File: src/hdl/ccr_pkg.sv
// Shared constants and the logic-function helper of the comparator register bank.
package ccr_pkg;

  // ----------------------------------------------------------------------
  // Bus widths and register offsets.
  // ----------------------------------------------------------------------
  localparam int unsigned CCR_AW = 8;
  localparam int unsigned CCR_DW = 8;

  localparam logic [7:0] CCR_ADDR_CAP = 8'h61;
  localparam logic [7:0] CCR_ADDR_RDC = 8'h78;
  localparam logic [7:0] CCR_ADDR_SEL = 8'h79;
  localparam logic [7:0] CCR_ADDR_ENR = 8'h7a;
  localparam logic [7:0] CCR_ADDR_OPT = 8'h7b;
  localparam logic [7:0] CCR_ADDR_LUT = 8'h7c;

  // ----------------------------------------------------------------------
  // Reset value and writable-bit masks.
  // ----------------------------------------------------------------------
  localparam logic [7:0] CCR_RST_VAL  = 8'h00;
  localparam logic [7:0] CCR_CAP_MASK = 8'h0f;
  localparam logic [7:0] CCR_ENR_MASK = 8'h33;

  // ----------------------------------------------------------------------
  // Field positions.
  // ----------------------------------------------------------------------
  localparam int unsigned CCR_RDC_B_LIVE = 5;
  localparam int unsigned CCR_RDC_A_LIVE = 4;
  localparam int unsigned CCR_RDC_B_FLAG = 1;
  localparam int unsigned CCR_RDC_A_FLAG = 0;
  localparam int unsigned CCR_ENR_B_RNG  = 5;
  localparam int unsigned CCR_ENR_B_EN   = 4;
  localparam int unsigned CCR_ENR_A_RNG  = 1;
  localparam int unsigned CCR_ENR_A_EN   = 0;
  localparam int unsigned CCR_SEL_B_POS  = 6;
  localparam int unsigned CCR_SEL_B_NEG  = 4;
  localparam int unsigned CCR_SEL_A_POS  = 2;
  localparam int unsigned CCR_SEL_A_NEG  = 0;
  localparam int unsigned CCR_CAP_INT    = 2;
  localparam int unsigned CCR_CAP_EXT    = 0;
  localparam int unsigned CCR_OPT_B_CLR  = 5;
  localparam int unsigned CCR_OPT_A_CLR  = 1;
  localparam int unsigned CCR_LUT_B      = 4;
  localparam int unsigned CCR_LUT_A      = 0;

  // Code bit n is the result for own/other inputs {~a,~b} == n.
  function automatic logic ccr_lut(input logic [3:0] sel,
                                   input logic       a,
                                   input logic       b);
    return sel[{~a, ~b}];
  endfunction

endpackage

File: src/hdl/ccr_cmp_if.sv
// Signals passed between the register bank and the comparator output logic.
interface ccr_cmp_if;
  logic       cmpa_live;
  logic       cmpb_live;
  logic [3:0] cmpa_func_sel;
  logic [3:0] cmpb_func_sel;
  logic       cmpa_clr_src;
  logic       cmpb_clr_src;
  logic       cmpa_sw_clr;
  logic       cmpb_sw_clr;
  logic       cmpa_lut;
  logic       cmpb_lut;
  logic       cmpa_flag;
  logic       cmpb_flag;

  modport regs (
    output cmpa_live, cmpb_live, cmpa_func_sel, cmpb_func_sel,
    output cmpa_clr_src, cmpb_clr_src, cmpa_sw_clr, cmpb_sw_clr,
    input  cmpa_lut, cmpb_lut, cmpa_flag, cmpb_flag
  );
  modport core (
    input  cmpa_live, cmpb_live, cmpa_func_sel, cmpb_func_sel,
    input  cmpa_clr_src, cmpb_clr_src, cmpa_sw_clr, cmpb_sw_clr,
    output cmpa_lut, cmpb_lut, cmpa_flag, cmpb_flag
  );
endinterface

File: src/hdl/ccr_cmp_core.sv
// Logic-function outputs and latched flags of both comparators.
module ccr_cmp_core (
  // Clock and reset
  input  wire logic clk,
  input  wire logic rst,
  // Register bank side
  ccr_cmp_if.core   cif
);
  import ccr_pkg::*;

  logic lut_a_q, lut_a_d, lut_b_q, lut_b_d;
  logic prev_a_q, prev_b_q;
  logic flag_a_q, flag_a_d, flag_b_q, flag_b_d;
  logic rise_a, rise_b, clr_a, clr_b;

  // ----------------------------------------------------------------------
  // Next state.
  // ----------------------------------------------------------------------
  always_comb begin
    lut_a_d = ccr_lut(cif.cmpa_func_sel, cif.cmpa_live, cif.cmpb_live);
    lut_b_d = ccr_lut(cif.cmpb_func_sel, cif.cmpb_live, cif.cmpa_live);
    rise_a  = lut_a_q & ~prev_a_q;
    rise_b  = lut_b_q & ~prev_b_q;
    clr_a   = cif.cmpa_clr_src ? rise_b : cif.cmpa_sw_clr;
    clr_b   = cif.cmpb_clr_src ? rise_a : cif.cmpb_sw_clr;
    // A high comparator sets its flag even in a clearing cycle.
    flag_a_d = flag_a_q;
    if (cif.cmpa_live) begin
      flag_a_d = 1'b1;
    end else if (clr_a) begin
      flag_a_d = 1'b0;
    end
    flag_b_d = flag_b_q;
    if (cif.cmpb_live) begin
      flag_b_d = 1'b1;
    end else if (clr_b) begin
      flag_b_d = 1'b0;
    end
  end

  always_ff @(posedge clk) begin
    if (rst) begin
      lut_a_q  <= 1'b0;
      lut_b_q  <= 1'b0;
      prev_a_q <= 1'b0;
      prev_b_q <= 1'b0;
      flag_a_q <= 1'b0;
      flag_b_q <= 1'b0;
    end else begin
      lut_a_q  <= lut_a_d;
      lut_b_q  <= lut_b_d;
      prev_a_q <= lut_a_q;
      prev_b_q <= lut_b_q;
      flag_a_q <= flag_a_d;
      flag_b_q <= flag_b_d;
    end
  end

  assign cif.cmpa_lut  = lut_a_q;
  assign cif.cmpb_lut  = lut_b_q;
  assign cif.cmpa_flag = flag_a_q;
  assign cif.cmpb_flag = flag_b_q;
endmodule

File: src/hdl/ccr_regs.sv
// Register bank for two comparators and the analog bus capacitor setup.
//
// Chosen here: the strobed register port.
module ccr_regs (
  // Clock and reset
  input  wire logic                     clk,
  input  wire logic                     rst,
  // Register port
  input  wire logic [ccr_pkg::CCR_AW-1:0] addr,
  input  wire logic [ccr_pkg::CCR_DW-1:0] wdata,
  input  wire logic                     wr,
  input  wire logic                     rd,
  output logic      [ccr_pkg::CCR_DW-1:0] rdata,
  // Raw comparator outputs from the analog side
  input  wire logic                     cmpa_raw,
  input  wire logic                     cmpb_raw,
  // Comparator power and range
  output logic                          cmpa_power_enable,
  output logic                          cmpb_power_enable,
  output logic                          cmpa_range_limit,
  output logic                          cmpb_range_limit,
  // Comparator input selection
  output logic      [1:0]               cmpa_pos_input_sel,
  output logic      [1:0]               cmpa_neg_input_sel,
  output logic      [1:0]               cmpb_pos_input_sel,
  output logic      [1:0]               cmpb_neg_input_sel,
  // Analog bus capacitors
  output logic      [1:0]               internal_cap_select,
  output logic      [1:0]               external_cap_pin_select,
  // Output routing options and results
  output logic      [7:0]               comparator_output_options,
  output logic                          cmpa_lut_out,
  output logic                          cmpb_lut_out,
  output logic                          cmpa_latched_flag,
  output logic                          cmpb_latched_flag
);
  import ccr_pkg::*;

  // ----------------------------------------------------------------------
  // State.
  // ----------------------------------------------------------------------
  logic [7:0] cap_q, cap_d;
  logic [7:0] sel_q, sel_d;
  logic [7:0] enr_q, enr_d;
  logic [7:0] opt_q, opt_d;
  logic [7:0] func_q, func_d;
  logic [7:0] rdata_q, rdata_d;
  logic       sync_a1_q, sync_a2_q;
  logic       sync_b1_q, sync_b2_q;
  logic       live_a, live_b;
  logic       wr_rdc;

  ccr_cmp_if cif ();

  ccr_cmp_core u_core (
    .clk (clk),
    .rst (rst),
    .cif (cif)
  );

  // ----------------------------------------------------------------------
  // Comparator synchronisers.
  // ----------------------------------------------------------------------
  // The comparators switch freely, so two stages guard against metastability.
  always_ff @(posedge clk) begin
    if (rst) begin
      sync_a1_q <= 1'b0;
      sync_a2_q <= 1'b0;
      sync_b1_q <= 1'b0;
      sync_b2_q <= 1'b0;
    end else begin
      sync_a1_q <= cmpa_raw;
      sync_a2_q <= sync_a1_q;
      sync_b1_q <= cmpb_raw;
      sync_b2_q <= sync_b1_q;
    end
  end

  // A powered-down comparator may float, so its state is forced low.
  assign live_a = sync_a2_q & enr_q[CCR_ENR_A_EN];
  assign live_b = sync_b2_q & enr_q[CCR_ENR_B_EN];

  // ----------------------------------------------------------------------
  // Register writes.
  // ----------------------------------------------------------------------
  always_comb begin
    cap_d  = cap_q;
    sel_d  = sel_q;
    enr_d  = enr_q;
    opt_d  = opt_q;
    func_d = func_q;
    if (wr) begin
      if (addr == CCR_ADDR_CAP) begin
        cap_d = wdata & CCR_CAP_MASK;
      end else if (addr == CCR_ADDR_SEL) begin
        sel_d = wdata;
      end else if (addr == CCR_ADDR_ENR) begin
        enr_d = wdata & CCR_ENR_MASK;
      end else if (addr == CCR_ADDR_OPT) begin
        opt_d = wdata;
      end else if (addr == CCR_ADDR_LUT) begin
        func_d = wdata;
      end
    end
  end

  always_ff @(posedge clk) begin
    if (rst) begin
      cap_q  <= CCR_RST_VAL;
      sel_q  <= CCR_RST_VAL;
      enr_q  <= CCR_RST_VAL;
      opt_q  <= CCR_RST_VAL;
      func_q <= CCR_RST_VAL;
    end else begin
      cap_q  <= cap_d;
      sel_q  <= sel_d;
      enr_q  <= enr_d;
      opt_q  <= opt_d;
      func_q <= func_d;
    end
  end

  // ----------------------------------------------------------------------
  // Flag clearing and logic-function settings.
  // ----------------------------------------------------------------------
  // Writing one to a flag bit does nothing; a zero clears it only in software-clear mode (option bit 1 or 5 low).
  assign wr_rdc            = wr && (addr == CCR_ADDR_RDC);
  assign cif.cmpa_live     = live_a;
  assign cif.cmpb_live     = live_b;
  assign cif.cmpa_func_sel = func_q[CCR_LUT_A +: 4];
  assign cif.cmpb_func_sel = func_q[CCR_LUT_B +: 4];
  assign cif.cmpa_clr_src  = opt_q[CCR_OPT_A_CLR];
  assign cif.cmpb_clr_src  = opt_q[CCR_OPT_B_CLR];
  assign cif.cmpa_sw_clr   = wr_rdc && !wdata[CCR_RDC_A_FLAG];
  assign cif.cmpb_sw_clr   = wr_rdc && !wdata[CCR_RDC_B_FLAG];

  // ----------------------------------------------------------------------
  // Register reads.
  // ----------------------------------------------------------------------
  always_comb begin
    rdata_d = 8'h00;
    if (rd) begin
      if (addr == CCR_ADDR_CAP) begin
        rdata_d = cap_q;
      end else if (addr == CCR_ADDR_RDC) begin
        rdata_d[CCR_RDC_B_LIVE] = live_b;
        rdata_d[CCR_RDC_A_LIVE] = live_a;
        rdata_d[CCR_RDC_B_FLAG] = cif.cmpb_flag;
        rdata_d[CCR_RDC_A_FLAG] = cif.cmpa_flag;
      end else if (addr == CCR_ADDR_SEL) begin
        rdata_d = sel_q;
      end else if (addr == CCR_ADDR_ENR) begin
        rdata_d = enr_q;
      end else if (addr == CCR_ADDR_OPT) begin
        rdata_d = opt_q;
      end else if (addr == CCR_ADDR_LUT) begin
        rdata_d = func_q;
      end
    end
  end

  always_ff @(posedge clk) begin
    if (rst) begin
      rdata_q <= 8'h00;
    end else begin
      rdata_q <= rdata_d;
    end
  end

  // ----------------------------------------------------------------------
  // Outputs.
  // ----------------------------------------------------------------------
  assign rdata                     = rdata_q;
  assign cmpa_power_enable         = enr_q[CCR_ENR_A_EN];
  assign cmpb_power_enable         = enr_q[CCR_ENR_B_EN];
  assign cmpa_range_limit          = enr_q[CCR_ENR_A_RNG];
  assign cmpb_range_limit          = enr_q[CCR_ENR_B_RNG];
  assign cmpb_pos_input_sel        = sel_q[CCR_SEL_B_POS +: 2];
  assign cmpb_neg_input_sel        = sel_q[CCR_SEL_B_NEG +: 2];
  assign cmpa_pos_input_sel        = sel_q[CCR_SEL_A_POS +: 2];
  assign cmpa_neg_input_sel        = sel_q[CCR_SEL_A_NEG +: 2];
  assign internal_cap_select       = cap_q[CCR_CAP_INT +: 2];
  assign external_cap_pin_select   = cap_q[CCR_CAP_EXT +: 2];
  assign comparator_output_options = opt_q;
  assign cmpa_lut_out              = cif.cmpa_lut;
  assign cmpb_lut_out              = cif.cmpb_lut;
  assign cmpa_latched_flag         = cif.cmpa_flag;
  assign cmpb_latched_flag         = cif.cmpb_flag;
endmodule
File: config.mk
export PLATFORM = sky130hd
export DESIGN_NAME = ccr_regs
export DESIGN_NICKNAME = d
export VERILOG_FILES = /design/src/hdl/ccr_pkg.sv /design/src/hdl/ccr_cmp_if.sv /design/src/hdl/ccr_cmp_core.sv /design/src/hdl/ccr_regs.sv
export SDC_FILE = /design/constraint.sdc
export NUM_CORES = 1
export LEC_CHECK = 0
export BUFFER_PORTS_ARGS = -buffer_cell sky130_fd_sc_hd__buf_2
export CAP_MARGIN = 20
export CORE_MARGIN = 2
export CORE_UTILIZATION = 41
export CTS_CLUSTER_SIZE = 20
export DETAILED_ROUTE_END_ITERATION = 10
export GPL_ROUTABILITY_DRIVEN = 0
export PLACE_DENSITY = 0.65
export SYNTH_ARGS = -nofsm -noshare
export SYNTH_HDL_FRONTEND = slang
export SYNTH_HIERARCHICAL = 1
export SYNTH_SLANG_ARGS = --single-unit
File: constraint.sdc
create_clock -name clk -period 1.8 [get_ports clk]
set_clock_uncertainty 0.2 [all_clocks]
set_input_delay 0.27 -clock clk [delete_from_list [all_inputs] [get_ports clk]]
set_output_delay 0.27 -clock clk [all_outputs]
set_load 0.05 [all_outputs]
==> results of run 1 <==
[sequential cells by signal, indices dropped and copies added (netlist names), 4 cells and up]
name and flops:
sel_q 8, comparator_output_options 8, cap_q 4, rdata 8
enr_q 4, func_q 8
[through the flow]
stage / cell area (µm²) / util, %
6_report: 2860 / 54.9
3_5_place_dp: 2730 / 52.5
2_1_floorplan: 2240 / -
3_3_place_gp: 2730 / 52.5
4_1_cts: 2860 / 54.9
5_1_grt: 2860 / 54.9
[cells by family (layout without fill, tap and decap cells)]
kind of cell / count (synthesis) / after routing / share of synthesized area [%]
compound gates: 32 / 32 / 8.65
buf+inv: 15 / 90 / 2.68
flops: 50 / 50 / 44.6
mux: 32 / 32 / 15.4
simple gates: 106 / 106 / 28.6
[power groups by stage]
stage / sequential (mW) / clock, mW / combinational [mW]
finish: 1.11 / 0.766 / 0.155
CTS: 1.11 / 0.791 / 0.155
detailed placement: 1.14 / 0 / 0.151
global placement: 1.14 / 0 / 0.150
global route: 1.11 / 0.832 / 0.169
floorplan: 1.14 / 0 / 0.0678
[worst paths after layout]
kind | start | endpoint | depth (start not counted)
worst min register to register | sync_a1_q | sync_a2_q | 1
worst min-delay path | wdata[6] | sel_q[6] | 3
worst max register to register | enr_q[0] | u_core/cif.cmpb_lut | 3
worst max-delay path | enr_q[0] | u_core/cif.cmpb_lut | 3
[layer usage]
layer | up-vias | routed length, µm | share of wire [%] | GRT usage (%)
met3 | 8 | 257 | 4.6 | 4.53
met2 | 53 | 2460 | 44 | 28.4
met4 | 0 | 92 | 1.6 | 6.49
li1 | 972 | - | - | -
met5 | - | 0 | 0 | 0
met1 | 887 | 2800 | 50 | 28.4
[synthesized netlist by cell type (3+ instances only)]
cell type  number
a21oi_1        17
and3b_1         3
buf_2           3
clkbuf_1        8
dfxtp_1        50
mux2i_1        30
nand2_1        21
nand2b_1        3
nand3_1         6
nand3b_1        6
nor2_1         34
nor2b_1        10
nor3_1          4
nor4_4          4
o21ai_1         3
[area by class of cell]
| class | instances | area (µm²) |
|---|---|---|
| clock buffers | 7 | 76.3 |
| clock inverters | 1 | 30.0 |
| fillers | 495 | 2350 |
| inverters | 3 | 11.3 |
| multi-input cells | 170 | 1180 |
| flip-flops and latches | 50 | 1000 |
| well taps | 70 | 87.6 |
| repair buffers | 79 | 468 |
[worst register-to-register path, delay by kind of cell, from the launching register on]
family	cells	cell delay [ps]
mux	1	520
simple gates	2	330
flops	1	360
[repair_timing]
action,4_1_cts,5_1_grt
resized for setup,0,0
hold buffers,2,0
hold endpoints to repair,2,0
==> impl_metrics.yaml, run 1 <==
yosys:
  ys_seq_area_share_pct: 44.6
  netlist_area_mm2: 0.00224
  synth_cells: 235
  synth.distinct_cells: 39
  synth_top_cell_area_share_pct: 44.6
  synth.avg_cell_area_um2: 9.54
  async_reset_ff_share_pct: 0
  yosys_register_bits: 50
  ys_warn_count: 6
  synth_area_leaders: "dfxtp_1, mux2i_1, nor2_1"
  synth_edf_count: 0
  synth_nets: 257
  synth_ff_type: "dfxtp_1"
  synth_top_cell_by_area: "dfxtp_1"
worst_setup_path:
  cp_slowest_cell: "mux4_2"
  critical_path_required_ps: 1790
  cp.buffers_inverters: 0
  r2r_slack_ps: 280
  worstPathMaxFanout: 4
  cp-end-kind: "flop"
  crit_chain: "and2_1, mux4_2, nor2b_4"
  cp_top_family: "multiplexers"
  crit_path_start_kind: "flop"
  crit_path_max_incr_delay_ps: 520
  critical_path_class: "flop to flop"
  arrival_ps: 1510
final_layout:
  final_common_cell: "buf_2"
  diodes: 0
  area_delta_synth_final_pct: 27.5
  layout_common_cells: "buf_2, dfxtp_1, nor2_1, mux2i_1, nand2_1"
  nNetsFinal: 331
  layout-drive-gt1-share_pct: 31.3
  fin_cells: 380
detailed_routing:
  via_per_inst: 5.05
  drc: 0
  vias: 1920
  drtAntennaViolNets: 0
  wl_per_cell_um: 14.8
  drt_iter0_drc: 122
  routed_wl_um: 5610
  drt-pass1-iter-count: 4
power:
  p_int_mw: 1.58
  ir_drop_mv: 0.456
  power.switching_uw: 449
  p_comb_share_pct: 7.6
  p_total_mw: 2.03
  seq_power_share_pct: 54.7
  cellLeakagePower_nw: 1.12
  swShare_pct: 22.1
  clockPowerShare_pct: 37.7
  cellPowerDensity_mw_per_mm2: 711
placement:
  port_buffers: 57
  dp_cells: 370
  dp_hpwl_um: 4180
  place_ws_ps: -32.8
timing:
  slew_headroom_pct: 70.2
  max_freq_mhz: 656
  hold_viol_final: 0
  holdWs_ps: 23.2
  layout_min_cycle_time_ps: 1520
  setup-tns-final_ps: 0
  timing.final.crit_share_pct: 84.7
  maxSlewViolCount: 0
  setup_ws_ps: 275
  grt_setup_unrepaired: "no"
  setup_viol: 0
  worstMarginPinSlew_ps: 444
floorplanning:
  pin_count: 58
  core-area_mm2: 0.00520
  num_rows: 26
  dieHeight_um: 78.0
  die_x_um: 78.0
  initial_core_util_pct: 43.1
  die-area_mm2: 0.00608
global_routing:
  grt_first_pass_wirelength_um: 9320
  grt_use_total_pct: 19.5
  first_global_vias: 1777
  grt_max_degree: 37
  grt_antenna_before_repair: 0
  overflow: 0
clocking:
  cts_tree: "built"
  path_clk_slew_ps: 90
  cts_made_buffers: 5
  clock_sinks: 50
  htreeDepth: 2
  cts_setup_buffers: 0
  cts-root-buf: "clkbuf_8"
  max-clock-path-buffers: 2
  clock_latency_ps: 300
job:
  drv_cap: 0
worst_hold_path:
  min_path_type: "input pin to flop"
run_status:
  status: "completed"
Note: power is estimated with default switching activity, not from simulation.
==> run 2, diff against run 1 <==
ABC_AREA = 1   (was unset)
PLACE_DENSITY = 0.62   (was 0.65)
clock period = 1.6 ns   (was 1.8 ns; I/O delays follow)
==> run 2 against run 1 <==
Against the previous run:
- combinational power up 5%
- sequential power is 13% higher
- critical path depth fell by 2
- worst setup slack got worse by 190 ps
- global-route usage is 0.97 points higher
- final cell count up 22%
- routed wire length increased by 9.5%
- hold slack better by 9.0 ps
- via count increased by 19%
- first-iteration DRC count is 29% higher
- register-to-register slack better by 50 ps
- critical path type is now flop to primary output
==> impl_metrics.yaml, run 2 <==
detailed_routing:
  drt_iter0_drc: 157
  wl_met3_um: 403
  drtAntennaViolNets: 0
  vias: 2287
  drc: 0
  routed_wl_um: 6140
  drt-met1-wl_um: 2860
  wl_met2_um: 2820
  maxUsedRoutingLayer: "met4"
  wl_per_cell_um: 13.2
  via_per_inst: 4.93
  drt-pass1-iter-count: 4
timing:
  slew_headroom_pct: 78.2
  grt_setup_unrepaired: "no"
  setup_viol: 0
  layout_min_cycle_time_ps: 1510
  max_freq_mhz: 661
  maxSlewViolCount: 0
  worstMarginPinSlew_ps: 327
  timing.final.crit_share_pct: 94.5
  setup_ws_ps: 87.9
  hold_viol_final: 0
  holdWs_ps: 32.2
floorplanning:
  dieHeight_um: 78.5
  die-area_mm2: 0.00616
  die_x_um: 78.5
  pin_count: 58
  initial_core_util_pct: 41.8
  core-area_mm2: 0.00544
  num_rows: 27
global_routing:
  grt_first_pass_wirelength_um: 9890
  grt_max_degree: 29
  grt_antenna_before_repair: 0
  first_global_vias: 2107
  grt_use_total_pct: 20.5
  overflow: 0
run_status:
  status: "completed"
job:
  drv_cap: 0
clocking:
  cts_hold_buffers: 3
  path_clk_slew_ps: 90
  cts_tree: "built"
  max-clock-path-buffers: 2
  htreeDepth: 2
  clock_latency_ps: 300
  cts_made_buffers: 5
  clock_sinks: 50
  cts-root-buf: "clkbuf_8"
  ctsResizeCount: 0
  cts_setup_buffers: 0
yosys:
  synth_area_leaders: "dfxtp_1, nand2_1, a21oi_1"
  synth.distinct_cells: 21
  async_reset_ff_share_pct: 0
  synth.most_common_cell: "nand2_1"
  synth_top_cell_by_area: "dfxtp_1"
  synth_ff_type: "dfxtp_1"
  synth_cells: 318
  ys_warn_count: 6
  ys_seq_area_share_pct: 44.0
  synthTopCellsByCount: "nand2_1, dfxtp_1, inv_1, a21oi_1, nand3_1"
  yosys_register_bits: 50
  synth_top_cell_area_share_pct: 44.0
  synth.avg_cell_area_um2: 7.15
  synth_edf_count: 0
  synth_nets: 340
  netlist_area_mm2: 0.00227
worst_setup_path:
  critical_path_required_ps: 1160
  r2r_slack_ps: 330
  crit_path_start_kind: "flop"
  arrival_ps: 1070
  crit_path_max_incr_delay_ps: 460
  cp-end-kind: "primary output"
  cp.buffers_inverters: 1
  cp_slowest_cell: "dfxtp_1"
  worstPathMaxFanout: 5
  crit_chain: "buf_2"
  critical_path_class: "flop to primary output"
  cp_top_family: "flip-flops"
final_layout:
  diodes: 0
  fin_area_mm2: 0.00290
  nNetsFinal: 413
  layout-drive-gt1-share_pct: 25.8
  layout_common_cells: "nand2_1, buf_2, dfxtp_1, inv_1, a21oi_1"
  final_common_cell: "nand2_1"
  fin_cells: 464
  area_delta_synth_final_pct: 27.5
power:
  cellLeakagePower_nw: 1.27
  cellPowerDensity_mw_per_mm2: 795
  ir_drop_mv: 0.742
  p_total_mw: 2.30
placement:
  placed_area_mm2: 0.00275
  dp_cells: 453
  port_buffers: 57
  place_ws_ps: -23.0
  dp_hpwl_um: 4510
worst_hold_path:
  min_path_type: "input pin to flop"
## run 2: cell types whose count changed after synthesis, sizes merged, moves of 4 or more
cell / previous run / this run
a21oi: 17 / 37
buf: 4 / 9
clkbuf: 8 / 4
inv: 3 / 47
mux2i: 30 / 0
nand2: 21 / 65
nand3: 7 / 36
nand3b: 7 / 0
nand4: 1 / 20
nor2: 34 / 28
nor2b: 12 / 0
nor4: 4 / 0
o21ai: 5 / 15
## run 2: worst paths after layout
path | start | endpoint | depth (start not counted)
setup / recovery | comparator_output_options[1] | comparator_output_options[1] | 1
hold / removal | wdata[5] | enr_q[5] | 3
hold reg to reg | sync_b1_q | sync_b2_q | 2
setup reg to reg | enr_q[0] | u_core/cif.cmpb_lut | 6
## run 2: power breakdown
group          total (mW)  internal [mW]  switching [mW]
sequential           1.25           1.25         0.00232
clock               0.889          0.465           0.424
combinational       0.163         0.0600           0.103
total                2.30           1.77           0.529
## run 2: kinds of logic (layout without fill, tap and decap cells)
| group | after synthesis | in the layout | synth area share [%] |
|---|---|---|---|
| AOI/OAI and AO/OA | 54 | 54 | 12.1 |
| buffers and inverters | 60 | 134 | 11.1 |
| DFF | 50 | 50 | 44.0 |
| and+or+nand+nor | 154 | 154 | 32.8 |
## run 2: cell type report
cell class              instances  area, µm²
fillers                       554       2540
multi-input cells             208       1020
flip-flops and latches         50       1000
repair buffers                 79        495
inverters                      47        176
well taps                      72       90.1
clock buffers                   5       68.8
clock inverters                 3       45.0
## run 2: stage by stage
step / TNS, ps / utilization, %
finish: 0 / 53.3
global route: 0 / 53.3
CTS: 0 / 53.3
detailed placement: -145 / 50.6
global placement: 0 / 50.6
floorplan: 0 / -
## run 2: layer usage
metal	global-route usage [%]	vias up
li1	-	1184
met5	0	-
met2	33.3	66
met1	27.6	1030
met4	6.49	0
met3	3.79	7
==> run 3, diff against run 2 <==
PLACE_DENSITY = 0.65   (was 0.62)
clock period = 1.2 ns   (was 1.6 ns; I/O delays follow)
==> run 3 against run 2 <==
Against the previous run:
- final cell count is 9.3% higher
- sequential share of layout area shrank 6.4 points
- worst setup slack got worse by 180 ps
- core utilization is 17 points higher
- final area increased by 32%
- the flow now finishes with violations (setup timing)
- largest power group unchanged
==> impl_metrics.yaml, run 3 (synthesis results as in run 2) <==
run_status:
  status: "finished, violations left"
  violations: "setup timing"
final_layout:
  fin_util_pct: 70.1
  fin_cells: 507
  nNetsFinal: 457
  fillers: 445
  layout_common_cells: "nand2_1, buf_4, inv_1, a21oi_1"
  diodes: 0
  layout-drive-gt1-share_pct: 44.6
  area_delta_synth_final_pct: 67.8
  final_common_cell: "nand2_1"
power:
  p_total_mw: 2.94
  power.switching_uw: 711
  clockPowerShare_pct: 33.7
  ir_drop_mv: 0.731
  cellLeakagePower_nw: 1.59
  p_comb_share_pct: 10.5
  seq_power_share_pct: 55.7
  swShare_pct: 24.2
  cellPowerDensity_mw_per_mm2: 770
  p_int_mw: 2.23
global_routing:
  first_global_vias: 2395
  grt_max_degree: 26
  overflow: 0
  grt_antenna_before_repair: 0
  grt_use_total_pct: 23.3
  grt_first_pass_wirelength_um: 11200
placement:
  dp_hpwl_um: 4950
  place_ws_ps: -367
  dp_cells: 469
  port_buffers: 57
clocking:
  cts_tree: "built"
  clock_latency_ps: 300
  path_clk_slew_ps: 90
  htreeDepth: 2
  max-clock-path-buffers: 2
  clock_sinks: 50
  cts_made_buffers: 5
  cts-root-buf: "clkbuf_8"
timing:
  setup-tns-final_ps: -146
  layout_min_cycle_time_ps: 1290
  maxSlewViolCount: 0
  setup_viol: 6
  max_freq_mhz: 773
  grt_setup_unrepaired: "yes"
  worstMarginPinSlew_ps: 305
  hold_viol_final: 0
  timing.final.crit_share_pct: 108
  setup_ws_ps: -93.5
  slew_headroom_pct: 79.6
floorplanning:
  initial_core_util_pct: 41.8
  num_rows: 27
  dieHeight_um: 78.5
  die_x_um: 78.5
  core-area_mm2: 0.00544
  die-area_mm2: 0.00616
  pin_count: 58
detailed_routing:
  drtAntennaViolNets: 0
  drc: 0
  drt_iter0_drc: 172
  vias: 2554
  via_per_inst: 5.04
  wl_per_cell_um: 14.3
  routed_wl_um: 7270
  drt-pass1-iter-count: 5
worst_setup_path:
  cp-end-kind: "primary output"
  critical_path_class: "flop to primary output"
  arrival_ps: 910
  worstPathMaxFanout: 3
  r2r_slack_ps: -20
  crit_path_max_incr_delay_ps: 360
  crit_chain: "buf_6, buf_8"
  crit_path_start_kind: "flop"
  cp_slowest_cell: "dfxtp_4"
  critical_path_required_ps: 820
worst_hold_path:
  min_path_type: "input pin to flop"
job:
  drv_cap: 0
## run 3: cell types whose count changed in the layout (fill, tap and decap cells not counted), moves of 5 or more
cell / delta
dfxtp_4: +14
nor2_1: -5
buf_6: +16
buf_4: +31
dlygate4sd3_1: +7
nand2_1: -6
buf_2: -37
dfxtp_1: -31
inv_1: -6
buf_8: +28
dfxtp_2: +17
## run 3: routing by layer
layer  share of wire, %  up-vias  wire length, µm  GRT usage (%)
met3                5.8        9              420           4.25
met4                1.1        0               80           7.19
li1                   -     1275                -              -
met1                 42     1188             3060           29.7
met2                 51       82             3710           40.1
met5                  0        -                0              0
## run 3: timing repair
item                       CTS  global route
setup endpoints to repair   46            70
gates resized for setup    111            61
buffers inserted            12             9
hold endpoints to repair    13             0
hold buffers                10             0
pin swaps                    2            18
## run 3: worst paths after layout
kind                             to                    startpoint  depth (start not counted)
setup reg to reg           rdata[1]  comparator_output_options[1]                          5
setup / recovery  cmpa_power_enable                      enr_q[0]                          2
hold reg to reg           sync_b2_q                     sync_b1_q                          2
hold / removal             sel_q[0]                      wdata[0]                          3
## run 3: through the flow
step	cell area, µm²	hold slack [ps]
4_1_cts	3540	2.34
5_1_grt	3810	31.7
6_report	3810	11.3
2_1_floorplan	2370	49.1
3_5_place_dp	2950	187
3_3_place_gp	2950	185
## run 3: power by group through the flow
| stage | Sequential [mW] | Clock (mW) | Combinational (mW) |
|---|---|---|---|
| 2_1_floorplan | 1.71 | 0 | 0.114 |
| 3_3_place_gp | 1.70 | 0 | 0.254 |
| 3_5_place_dp | 1.70 | 0 | 0.255 |
| 4_1_cts | 1.65 | 0.995 | 0.286 |
| 5_1_grt | 1.64 | 1.07 | 0.333 |
| 6_report | 1.64 | 0.990 | 0.310 |
## run 3: cell type report
| type | instances | area [µm²] | area share (%) |
|---|---|---|---|
| repair buffers | 123 | 1190 | 31.3 |
| well taps | 72 | 90.1 | 2.36 |
| inverters | 47 | 203 | 5.31 |
| flip-flops and latches | 50 | 1070 | 28.2 |
| multi-input cells | 208 | 1170 | 30.6 |
| clock buffers | 7 | 86.3 | 2.26 |
## run 3: critical path: cells and delay by family, from the launching register on
kind	cells	cell delay, ps
buf+inv	2	250
flops	1	360
